[config.mk]
export PLATFORM = sky130hd
export DESIGN_NAME = program_data_memory_paging
export DESIGN_NICKNAME = d
export VERILOG_FILES = /design/src/rtl/return_stack.v /design/src/rtl/program_data_memory_paging.v
export VERILOG_INCLUDE_DIRS = /design/src /design/src/rtl
export SDC_FILE = /design/constraint.sdc
export NUM_CORES = 2
export LEC_CHECK = 0
export ABC_AREA = 1
export BUFFER_PORTS_ARGS = -buffer_cell sky130_fd_sc_hd__buf_2
export CORE_UTILIZATION = 30
export DETAILED_ROUTE_END_ITERATION = 16
export SLEW_MARGIN = 20
export SYNTH_ARGS = -nofsm -noshare
export SYNTH_HDL_FRONTEND = slang
export SYNTH_SLANG_ARGS = --single-unit
[constraint.sdc]
create_clock -name clk -period 3 [get_ports clk]
set_input_delay 0.45 -clock clk [delete_from_list [all_inputs] [get_ports clk]]
set_output_delay 0.45 -clock clk [all_outputs]
set_load 0.02 [all_outputs]
[src/rtl/paging_consts.vh]
// constants for program paging, data window, ram banks and return stack
`ifndef PAGING_CONSTS_VH
`define PAGING_CONSTS_VH
`define ADDR_WINDOW_BASE 8'hc9
`define ADDR_PAGE_SELECT 8'hca
`define ADDR_BANK_SELECT 8'hcb
`define BANK_LO 8'h00
`define BANK_HI 8'h3f
`define WIN_LO 8'h40
`define WIN_HI 8'h7f
`define GRAM_LO 8'h84
`define GRAM_HI 8'hbf
`define PDATA_LO 8'hc0
`define PDATA_HI 8'hc3
`define PDIR_LO 8'hc4
`define PDIR_HI 8'hc7
`define POPT_LO 8'hcc
`define POPT_HI 8'hcf
`define GRP_DATA 2'h1
`define GRP_DIR 2'h2
`define GRP_OPT 2'h3
`define PC_STATIC_BIT 11
`define STATIC_PAGE 2'h1
`define PAGE_MSB 1
`define WIN_BASE_MSB 6
`define WIN_OFS_W 6
`define BANK1_BIT 3
`define BANK2_BIT 4
`define BANK_NONE 2'h0
`define BANK_ONE 2'h1
`define BANK_TWO 2'h2
`define GRAM_BANK 2'h3
`define STACK_DEPTH 6
`define PC_W 12
`define PMEM_AW 13
`define WO_READ_VALUE 8'h00
`endif

[src/rtl/return_stack.v]
// return-address stack, one shift stage per level
`timescale 1ns/10ps
`include "paging_consts.vh"
module return_stack #(
  parameter DEPTH = `STACK_DEPTH,
  parameter WIDTH = `PC_W
) (
  clk,
  rst_b,
  push,
  pop,
  push_data,
  top_reg
);
  input wire clk;
  input wire rst_b;
  input wire push;
  input wire pop;
  input wire [WIDTH-1:0] push_data;
  output wire [WIDTH-1:0] top_reg;

  wire [WIDTH-1:0] level [0:DEPTH];
  assign level[DEPTH] = {WIDTH{1'b0}};
  assign top_reg = level[0];

  // a push past the last level drops the oldest entry
  genvar i;
  generate
    for (i = 0; i < DEPTH; i = i + 1) begin : lvl
      reg [WIDTH-1:0] entry_reg;
      wire [WIDTH-1:0] above;
      if (i == 0) begin : head
        assign above = push_data;
      end else begin : body
        assign above = level[i-1];
      end
      always @(posedge clk or negedge rst_b) begin
        if (!rst_b) begin
          entry_reg <= {WIDTH{1'b0}};
        end else if (push) begin
          entry_reg <= above;
        end else if (pop) begin
          entry_reg <= level[i+1];
        end
      end
      assign level[i] = entry_reg;
    end
  endgenerate
endmodule

[src/rtl/program_data_memory_paging.v]
// program paging, data rom window, ram banks, data decode and stack
//
// Overview of operation
// RL1: page register at cah, write only
// RL2: two page bits pick lower-half page
// RL3: pc bit 11 set forces static page
// RL4: codes 00..11 select pages 0,1,2,3
// RL5: page register has no reset value
// RL6: readout lock blocks external memory readout
// RL7: data 40h-7fh reads program memory bytes
// RL8: window base moves window in 64-byte steps
// RL9: window address is base then low six bits
// RL10: window base at c9h, write only
// RL11: reset leaves window base untouched
// RL12: data 00h-3fh banked, two extra banks
// RL13: six-level twelve-bit return address stack
// RL14: sixty bytes general ram up to bfh
// RL15: port data, direction, option registers decoded
// RL16: window base keeps bits six to zero
// RL17: bank bit 3 bank one, bit 4 two
// RL18: bank register at cbh, write only, uncleared
// RL19: unused bits ignored, registers keep across calls
`timescale 1ns/10ps
`include "paging_consts.vh"
module program_data_memory_paging #(
  parameter STACK_DEPTH = `STACK_DEPTH
) (
  clk,
  rst_b,
  pc,
  prog_mem_addr_reg,
  stk_push,
  stk_pop,
  stk_push_pc,
  stk_top_reg,
  data_addr,
  data_rd,
  data_wr,
  data_wdata,
  data_rdata_reg,
  data_rvalid_reg,
  periph_rd_reg,
  periph_wr_reg,
  periph_grp_reg,
  periph_idx_reg,
  periph_wdata_reg,
  periph_rdata,
  dmem_rd_reg,
  dmem_addr_reg,
  dmem_rdata,
  readout_lock,
  ext_rd_req,
  ext_rd_addr,
  ext_rdata_reg,
  ext_rvalid_reg,
  ext_blocked_reg
);
  input wire clk;
  input wire rst_b;
  input wire [`PC_W-1:0] pc;
  output reg [`PMEM_AW-1:0] prog_mem_addr_reg;
  input wire stk_push;
  input wire stk_pop;
  input wire [`PC_W-1:0] stk_push_pc;
  output wire [`PC_W-1:0] stk_top_reg;
  input wire [7:0] data_addr;
  input wire data_rd;
  input wire data_wr;
  input wire [7:0] data_wdata;
  output reg [7:0] data_rdata_reg;
  output reg data_rvalid_reg;
  output reg periph_rd_reg;
  output reg periph_wr_reg;
  output reg [1:0] periph_grp_reg;
  output reg [1:0] periph_idx_reg;
  output reg [7:0] periph_wdata_reg;
  input wire [7:0] periph_rdata;
  output reg dmem_rd_reg;
  output reg [`PMEM_AW-1:0] dmem_addr_reg;
  input wire [7:0] dmem_rdata;
  input wire readout_lock;
  input wire ext_rd_req;
  input wire [`PMEM_AW-1:0] ext_rd_addr;
  output reg [7:0] ext_rdata_reg;
  output reg ext_rvalid_reg;
  output reg ext_blocked_reg;

  localparam K_NONE = 2'h0;
  localparam K_RAM = 2'h1;
  localparam K_WIN = 2'h2;
  localparam K_PORT = 2'h3;

  // write-only paging registers, deliberately without reset
  reg [`PAGE_MSB:0] page_select_bits_reg;
  reg [`WIN_BASE_MSB:0] window_base_reg;
  reg [1:0] ram_bank_reg;

  reg [7:0] ram [0:255];
  reg [7:0] ram_q_reg;
  reg rd1_reg;
  reg [1:0] rd1_kind_reg;

  reg lock_s1_reg;
  reg lock_s2_reg;
  reg req_s1_reg;
  reg req_s2_reg;
  reg req_s3_reg;
  reg [`PMEM_AW-1:0] ext_a1_reg;
  reg [`PMEM_AW-1:0] ext_a2_reg;
  reg [1:0] xs_reg;

  // external readout engine states
  localparam X_IDLE = 2'h0;
  localparam X_PEND = 2'h1;
  localparam X_FETCH = 2'h2;

  // address decode
  wire in_bank = data_addr <= `BANK_HI;
  wire in_win = (data_addr >= `WIN_LO) && (data_addr <= `WIN_HI);
  wire in_gram = (data_addr >= `GRAM_LO) && (data_addr <= `GRAM_HI);
  wire in_pdata = (data_addr >= `PDATA_LO) && (data_addr <= `PDATA_HI);
  wire in_pdir = (data_addr >= `PDIR_LO) && (data_addr <= `PDIR_HI);
  wire in_popt = (data_addr >= `POPT_LO) && (data_addr <= `POPT_HI);
  wire in_port = in_pdata | in_pdir | in_popt;
  wire in_ram = in_bank | in_gram;

  reg [1:0] port_grp;
  always @* begin
    if (in_pdata) begin
      port_grp = `GRP_DATA;
    end else if (in_pdir) begin
      port_grp = `GRP_DIR;
    end else if (in_popt) begin
      port_grp = `GRP_OPT;
    end else begin
      port_grp = 2'h0;
    end
  end

  // banked region sits in ram slots 0..2, general ram in slot 3
  wire [1:0] ram_slot = in_bank ? ram_bank_reg : `GRAM_BANK; // RL12 RL14
  wire [7:0] ram_idx = {ram_slot, data_addr[`WIN_OFS_W-1:0]};

  reg [1:0] rd_kind;
  always @* begin
    if (in_ram) begin
      rd_kind = K_RAM;
    end else if (in_win) begin
      rd_kind = K_WIN;
    end else if (in_port) begin
      rd_kind = K_PORT;
    end else begin
      rd_kind = K_NONE; // RL1 RL10 RL18
    end
  end

  // one strobe per paging register keeps the decode in one place
  wire wr_page = data_wr && (data_addr == `ADDR_PAGE_SELECT);
  wire wr_window = data_wr && (data_addr == `ADDR_WINDOW_BASE);
  wire wr_bank = data_wr && (data_addr == `ADDR_BANK_SELECT);

  // paging register writes; unused bit positions are dropped
  always @(posedge clk) begin
    if (wr_page) begin
      page_select_bits_reg <= data_wdata[`PAGE_MSB:0]; // RL1 RL2 RL5 RL19
    end
  end

  // no reset: software must rewrite the base before using the window
  always @(posedge clk) begin
    if (wr_window) begin
      window_base_reg <= data_wdata[`WIN_BASE_MSB:0]; // RL8 RL10 RL11 RL16 RL19
    end
  end

  always @(posedge clk) begin
    if (wr_bank) begin
      // both bits set is a software error; bank one wins
      if (data_wdata[`BANK1_BIT]) begin
        ram_bank_reg <= `BANK_ONE; // RL17 RL18
      end else if (data_wdata[`BANK2_BIT]) begin
        ram_bank_reg <= `BANK_TWO; // RL17
      end else begin
        ram_bank_reg <= `BANK_NONE; // RL19
      end
    end
  end

  // ram contents have no reset, like the paging registers
  always @(posedge clk) begin
    if (data_wr && in_ram) begin
      ram[ram_idx] <= data_wdata; // RL12 RL14
    end
  end

  // program fetch mapping, one cycle after pc
  always @(posedge clk or negedge rst_b) begin
    if (!rst_b) begin
      prog_mem_addr_reg <= 13'h0000;
    end else if (pc[`PC_STATIC_BIT]) begin
      prog_mem_addr_reg <= {`STATIC_PAGE, pc[`PC_STATIC_BIT-1:0]}; // RL3
    end else begin
      prog_mem_addr_reg <= {page_select_bits_reg, pc[`PC_STATIC_BIT-1:0]}; // RL2 RL4
    end
  end

  // data read pipeline, first stage
  always @(posedge clk or negedge rst_b) begin
    if (!rst_b) begin
      rd1_reg <= 1'b0;
      rd1_kind_reg <= K_NONE;
      ram_q_reg <= 8'h00;
      periph_rd_reg <= 1'b0;
      periph_wr_reg <= 1'b0;
      periph_grp_reg <= 2'h0;
      periph_idx_reg <= 2'h0;
      periph_wdata_reg <= 8'h00;
    end else begin
      rd1_reg <= data_rd;
      rd1_kind_reg <= data_rd ? rd_kind : K_NONE;
      if (data_rd && in_ram) begin
        ram_q_reg <= ram[ram_idx];
      end
      periph_rd_reg <= data_rd & in_port; // RL15
      periph_wr_reg <= data_wr & in_port; // RL15
      if ((data_rd | data_wr) && in_port) begin
        periph_grp_reg <= port_grp;
        periph_idx_reg <= data_addr[1:0];
        periph_wdata_reg <= data_wdata;
      end
    end
  end

  // second stage: every data read answers two edges after the request
  always @(posedge clk or negedge rst_b) begin
    if (!rst_b) begin
      data_rvalid_reg <= 1'b0;
      data_rdata_reg <= 8'h00;
    end else begin
      data_rvalid_reg <= rd1_reg;
      if (rd1_reg) begin
        case (rd1_kind_reg)
          K_RAM: begin
            data_rdata_reg <= ram_q_reg;
          end
          K_WIN: begin
            data_rdata_reg <= dmem_rdata; // RL7
          end
          K_PORT: begin
            data_rdata_reg <= periph_rdata;
          end
          default: begin
            data_rdata_reg <= `WO_READ_VALUE; // RL1 RL10
          end
        endcase
      end
    end
  end

  // option strap and external readout pins are asynchronous
  always @(posedge clk or negedge rst_b) begin
    if (!rst_b) begin
      lock_s1_reg <= 1'b1;
      lock_s2_reg <= 1'b1;
      req_s1_reg <= 1'b0;
      req_s2_reg <= 1'b0;
      req_s3_reg <= 1'b0;
      ext_a1_reg <= 13'h0000;
      ext_a2_reg <= 13'h0000;
    end else begin
      lock_s1_reg <= readout_lock;
      lock_s2_reg <= lock_s1_reg;
      req_s1_reg <= ext_rd_req;
      req_s2_reg <= req_s1_reg;
      req_s3_reg <= req_s2_reg;
      ext_a1_reg <= ext_rd_addr;
      ext_a2_reg <= ext_a1_reg;
    end
  end

  // the address crosses as a bus; the far side holds it still around the request
  wire ext_rise = req_s2_reg & ~req_s3_reg;
  wire win_now = data_rd & in_win;

  // shared program memory data port; core window reads take priority
  always @(posedge clk or negedge rst_b) begin
    if (!rst_b) begin
      dmem_rd_reg <= 1'b0;
      dmem_addr_reg <= 13'h0000;
      xs_reg <= X_IDLE;
      ext_rvalid_reg <= 1'b0;
      ext_blocked_reg <= 1'b0;
      ext_rdata_reg <= 8'h00;
    end else begin
      dmem_rd_reg <= win_now;
      ext_rvalid_reg <= 1'b0;
      if (win_now) begin
        dmem_addr_reg <= {window_base_reg, data_addr[`WIN_OFS_W-1:0]}; // RL7 RL9
      end
      // a request arriving while one is answered stays queued: set wins
      case (xs_reg)
        X_IDLE: begin
          if (ext_rise) begin
            xs_reg <= X_PEND;
          end
        end
        X_PEND: begin
          if (win_now) begin
            xs_reg <= X_PEND;
          end else if (lock_s2_reg) begin
            ext_rvalid_reg <= 1'b1;
            ext_blocked_reg <= 1'b1; // RL6
            ext_rdata_reg <= 8'h00; // RL6
            xs_reg <= ext_rise ? X_PEND : X_IDLE;
          end else begin
            dmem_rd_reg <= 1'b1;
            dmem_addr_reg <= ext_a2_reg;
            xs_reg <= X_FETCH;
          end
        end
        X_FETCH: begin
          ext_rvalid_reg <= 1'b1;
          ext_blocked_reg <= 1'b0;
          ext_rdata_reg <= dmem_rdata;
          xs_reg <= ext_rise ? X_PEND : X_IDLE;
        end
        default: begin
          xs_reg <= X_IDLE;
        end
      endcase
    end
  end

  // stack levels hold full twelve-bit pc values
  return_stack #(
    .DEPTH(STACK_DEPTH),
    .WIDTH(`PC_W)
  ) u_stack (
    .clk(clk),
    .rst_b(rst_b),
    .push(stk_push),
    .pop(stk_pop),
    .push_data(stk_push_pc),
    .top_reg(stk_top_reg)
  ); // RL13
endmodule

Word-level counts from Yosys, hierarchy flattened
Memories as Yosys holds them, arrays and structs flattened. A register that Yosys moved wholly into a read port is not among the register bits.
Index checks and enable logic that the tools add are counted.
{ "word_totals": {"reg_bits": 179, "ram_bits": 2048, "in_bits": 77, "output_inout_bits": 72, "elab_cells": 126, "memories": 1} }
{ "op_classes": {"magnitude_cmp": 11, "n_eq_ne": 11, "n_mux": 46, "bitwise_logic": 9, "n_reduce_logical": 16} }
{ "mem_list": {"columns": ["memory", "words", "word_bits", "read_ports", "rd_ports_with_merged_regs", "write_ports", "line_no", "source"], "rows": [
  ["ram", 256, 8, 1, 1, 1, "program_data_memory_paging.v:98", "reg [7:0] ram [0:255];"]
]} }
{ "op_table": {"columns": ["cell", "n"], "rows": [
  ["$mux W12", 12],
  ["$mux W13", 5],
  ["$ge A8 B8 Y1 const B", 4],
  ["$le A8 B8 Y1 const B", 4],
  ["$eq A8 B8 Y1 const B", 3],
  ["$mux W2", 12],
  ["$pmux W8 S3", 1],
  ["$mux W8", 2],
  ["$pmux W8 S2", 1],
  ["$logic_and A1 B1 Y1", 11],
  ["$mux W1", 10],
  ["$ge A8 B7 Y1 const B", 1],
  ["$le A8 B6 Y1 const B", 1],
  ["$le A8 B7 Y1 const B", 1],
  ["$eq A2 B2 Y1 const B", 3],
  ["$ne A2 B2 Y1 const B", 3],
  ["$pmux W2 S3", 1],
  ["$and A1 B1 Y1", 4],
  ["$eq A2 B1 Y1 const B", 2],
  ["$or A1 B1 Y1", 4],
  ["$pmux W1 S2", 2],
  ["$reduce_bool A2 Y1", 2],
  ["$reduce_and A3 Y1", 1],
  ["$logic_not A2 Y1", 1],
  ["other kinds (2)", 2]
]} }

Depth between registers and ports, before layout
{ "depth": {"ltp_word": 8, "ltp_mapped": 19, "depth_no_buf": 15} }

Hierarchy
A second synthesis with hierarchy kept.
{ "hier_totals": {"hier_cells": 7981, "hier_area_um2": 89394.5} }
{ "by_module_without_submodules": {"columns": ["module", "instances", "cells_each", "area_per_inst_um2", "seq_area_each_um2"], "rows": [
  ["program_data_memory_paging", 1, 7600, 86217.7, 64434.3],
  ["return_stack", 1, 381, 3176.8, 1801.7]
]} }

Worst setup path after synthesis
OpenSTA, ideal clock, no wires.
{ "synth_timing": {"path_type": "input-to-reg", "start": "in data_addr[6]", "end": "mem ram[155][0], enable pin", "setup_ns": 0.398, "arrival_time_ns": 1.986, "t_required_ns": 2.602, "setup_slack_ns": 0.616, "cell_stages": 7, "n_path_buf": 0, "path_cell_list": "nor2_1 inv_1 nor2_1 inv_1 nor2_1 nand2_1 nor4b_1"} }
{ "synth_between": {"elab_chain_len": 6, "word_cells_on_any_way": 9, "classes_between": "order compare: 3; mux: 3; bitwise: 1; reduce/logical: 2"} }
{ "synth_lines": {"columns": ["item", "line_no", "source"], "rows": [
  ["from (decl)", "program_data_memory_paging.v:66", "input wire [7:0] data_addr;"],
  ["$ge A8 B8 Y1 (no line) / $le A8 B8 Y1 (equally long branches)", null, null],
  ["$logic_and A1 B1 Y1", "program_data_memory_paging.v:120", "wire in_gram = (data_addr >= `GRAM_LO) && (data_addr <= `GRAM_HI);"],
  ["$or A1 B1 Y1", "program_data_memory_paging.v:125", "wire in_ram = in_bank | in_gram;"],
  ["$logic_and A1 B1 Y1", "program_data_memory_paging.v:191", "if (data_wr && in_ram) begin"],
  ["$mux W1", "program_data_memory_paging.v:191", null],
  ["$mux W1 (not written as such)", "program_data_memory_paging.v:192", "ram[ram_idx] <= data_wdata;"],
  ["to (decl)", "program_data_memory_paging.v:98", null]
]} }
Parallel ways exist; a longest one is shown, timed or not.

Worst setup path in the final report
{ "layout_timing": {"start": "reg ram_bank_reg[1]", "end": "mem ram[65][1], enable pin"} }
{ "layout_between": {"elab_chain_len": 1} }
{ "layout_lines": {"columns": ["item", "line_no", "source"], "rows": [
  ["from (decl)", "program_data_memory_paging.v:96", "reg [1:0] ram_bank_reg;"],
  ["from (signal assigned)", "program_data_memory_paging.v:180", "ram_bank_reg <= `BANK_ONE;"],
  ["from (signal assigned)", "program_data_memory_paging.v:182", "ram_bank_reg <= `BANK_TWO;"],
  ["from (signal assigned)", "program_data_memory_paging.v:184", "ram_bank_reg <= `BANK_NONE;"],
  ["$mux W2 (no line)", null, null]
]} }
Every way passes these cells.

==> impl_results.md <==
- Outcome: finished, final reports clean
- Post-DRT Antenna Nets: 0
- Reg clk slew, reported paths: 0.06 ns
- Tot Pwr: 68.6 mW
- CP max stage cell: nor2_1
- Layout cell share with drive strength beyond 1: 0.128
- Total gr overflow: 0
- TritonCTS Sinks: 2235
- Synth area leaders: edfxtp_1, nand2_1, dfrtp_1, nor2_1, buf_2
- Placed Cells: 12500
- Most common cell on crit path: buf_4
- VDD IR max: 0.460 mV
- Total track usage: 0.174
- First-pass GRT wire length: 394 mm
- Mapped Area: 90300 µm²
- Vias in the first global route: 60600
- Syn_area_per_cell: 11.0 µm²
- Relative slew slack: 0.395
- Max Fanout on Critical Path: 16
- RSZ-0062 raised after global routing: no
- WL/cell: 20.7 µm
- Routability cong.: 0.918
- Final #Nets: 8899
- Max FFs per register: 2048
- Fmax: 381 MHz
- Warnings, synthesis: 0
- Max Cap Violations: 0
- Register area share after synthesis: 0.734
- Min Tclk post-route: 2.62 ns
- PortBufs: 148
- DP HPWL: 170 mm
- Fin area: 108000 µm²
- Via/cell ratio: 4.80
- R2R Setup Slk: 0.38 ns
- Hold-fix buffers, CTS: 65
- Critical Path RT: 3.54 ns
- H-tree Lvls: 4
- Num ports: 149
- Flop pwr share: 0.505
- CP arrival: 3.16 ns
- Post-cts sizing count: 0
- CTS tree: yes
- Final wirelength: 269 mm
- Finish-stage setup viols: 0
- Reg2reg path depth: 9
- CP Cell Sequence: nor2_1 > inv_1 > nor2_1 > buf_4 > buf_4 > nand2_1 > buf_4 > nor2_1 > buf_4
- Site Rows: 201
- Placement Cell Area: 100000 µm²
- Crit Path Class: flop to flop
- Post-synth top cells: nand2_1, edfxtp_1, nor2_1
- Final Cycle Share: 0.875
- Largest net degree at the start of global routing: 91
- Pwr dens: 633 nW/µm²
- FF-to-FF End: ram[65][1]
- Die height: 551 µm
- Number of antenna violations at the first check in global routing: 14
- Final hold violations: 0
- Yosys cell types: 34
- Total negative setup slack: 0 ns
- Worst hold start: stk_pop
- Yosys top cell by area: edfxtp_1
- Total Die Area: 303000 µm²
- Commonest register cell after synthesis: edfxtp_1
- CP Capture Type: flop
- Post-synthesis net count: 8258
- Worst slew pin tran: 0.904 ns
- Initial drt markers: 6580
- CTS root buf: clkbuf_16
- Post-CTS setup buffers: 0
- Gate power share: 0.076
- Worst hold path type: primary input to flop
- CTS buffer count: 224
- Net Sw Frac: 0.235
- NetSw: 16.1 mW
- Most common cell in the netlist: nand2_1
- Area Growth Syn to Fin: 20.1%
- Non-Filler Instances: 13000
- Synth Register Bits: 2235
- Synth top area share: 0.685
- Clk network pwr share: 0.418
- Startpoint Class: flop
- Vias: 62300
- Int Pwr: 52.5 mW
- Clock Skews: 0.0722 ns
- Clk_lat worst skew: 0.90 ns
- DRT Pass-1 Iters: 5
- WHS Endpoint: u_stack.lvl[1].entry_reg[7]
- Fraction of registers with async set/reset: 0.0787
- Crit-path max cell delay: 0.46 ns
- FF-to-FF Start: ram_bank_reg[1]
- Post-synth EDFFs: 2059
- # DRC: 0
- Final Slew Violations: 0
- Initial Utilization: 0.301
- Die Width: 551 µm
- Pleak: 42.1 nW
- Post-synthesis cell count: 8177
- Hold Path Depth: 3
- Worst-case clock buffer depth: 3
- Core area: 300000 µm²
-- metrics by stage --
stage / setup WS, ns / hold slack (ns) / util
finish: 0.375 / 0.0741 / 0.362
global route: 0.299 / 0.0660 / 0.362
CTS: 0.421 / 0.0269 / 0.362
detailed placement: -0.264 / 0.335 / 0.334
global placement: -0.258 / 0.333 / 0.334
floorplan: 0.616 / 0.154 / -
-- critical path: cells and delay by family (launching register included) --
| family | cells | cell delay (ns) |
|---|---|---|
| and+or+nand+nor | 4 | 0.82 |
| DFF | 1 | 0.36 |
| buffers and inverters | 5 | 1.07 |
-- layout by cell type, fill, tap and decap left out, types with 61 or more instances in the layout --
| master | synthesis | final |
|---|---|---|
| nor2_1 | 600 | 596 |
| inv_1 | 128 | 127 |
| edfxtp_1 | 2059 | 2059 |
| o21ai_1 | 115 | 115 |
| buf_2 | 228 | 137 |
| dfrtp_1 | 174 | 174 |
| a21oi_1 | 112 | 112 |
| dlygate4sd3_1 | 0 | 65 |
| clkbuf_16 | 0 | 229 |
| nand4_1 | 114 | 114 |
| nand2_1 | 4120 | 4116 |
| nand3_1 | 179 | 167 |
| o221ai_1 | 61 | 61 |
| buf_4 | 9 | 535 |
| buf_12 | 0 | 94 |
-- layout make-up --
type                    count  area (µm²)
clock inverters           148        1630
clock buffers             272        5920
diodes                      6        15.0
multi-input cells        5383       21700
repair buffers            842        7400
inverters                 132         529
fillers                 28900      191000
flip-flops and latches   2235       66200
well taps                3958        4950
-- worst max-delay path by stage --
stage / startpoint / end / slack [ns] / depth (start not counted)
floorplan: data_addr[6] / ram[155][0] / 0.62 / 7
global placement: data_addr[0] / ram_q_reg[7] / -0.26 / 17
detailed placement: data_addr[0] / ram_q_reg[7] / -0.26 / 17
CTS: ram_bank_reg[1] / ram[65][1] / 0.42 / 9
global route: ram_bank_reg[1] / ram[124][3] / 0.30 / 6
finish: ram_bank_reg[1] / ram[65][1] / 0.38 / 9
-- cells by family (layout without fill, tap and decap cells) --
logic type,count (synthesis),after routing,synth area share
other,0,6,0
muxes,8,8,0.000998
DFF,2235,2235,0.734
and+or+nand+nor,5030,5030,0.215
adders and majority gates,4,4,0.000554
buffers and inverters,559,1394,0.0272
AOI/OAI and AO/OA,341,341,0.0220
-- power by group through the flow --
stage	clock network (mW)	logic (mW)	registers (mW)
after floorplan	0	2.29	35.5
after global placement	0	5.08	35.3
after detailed placement	0	5.13	35.3
after CTS	29.1	5.23	34.7
after global routing	30.3	5.66	34.7
final	28.7	5.22	34.7
-- per-layer routing --
metal / routed length [µm] / part of all wire / vias up / global-route usage
li1: - / - / 28600 / -
met1: 111000 / 0.41 / 30500 / 0.234
met2: 125000 / 0.46 / 2743 / 0.282
met3: 23500 / 0.087 / 461 / 0.0316
met4: 9510 / 0.035 / 6 / 0.0621
met5: 38 / 0.00014 / - / 0
Note: power is estimated with default switching activity, not from simulation.
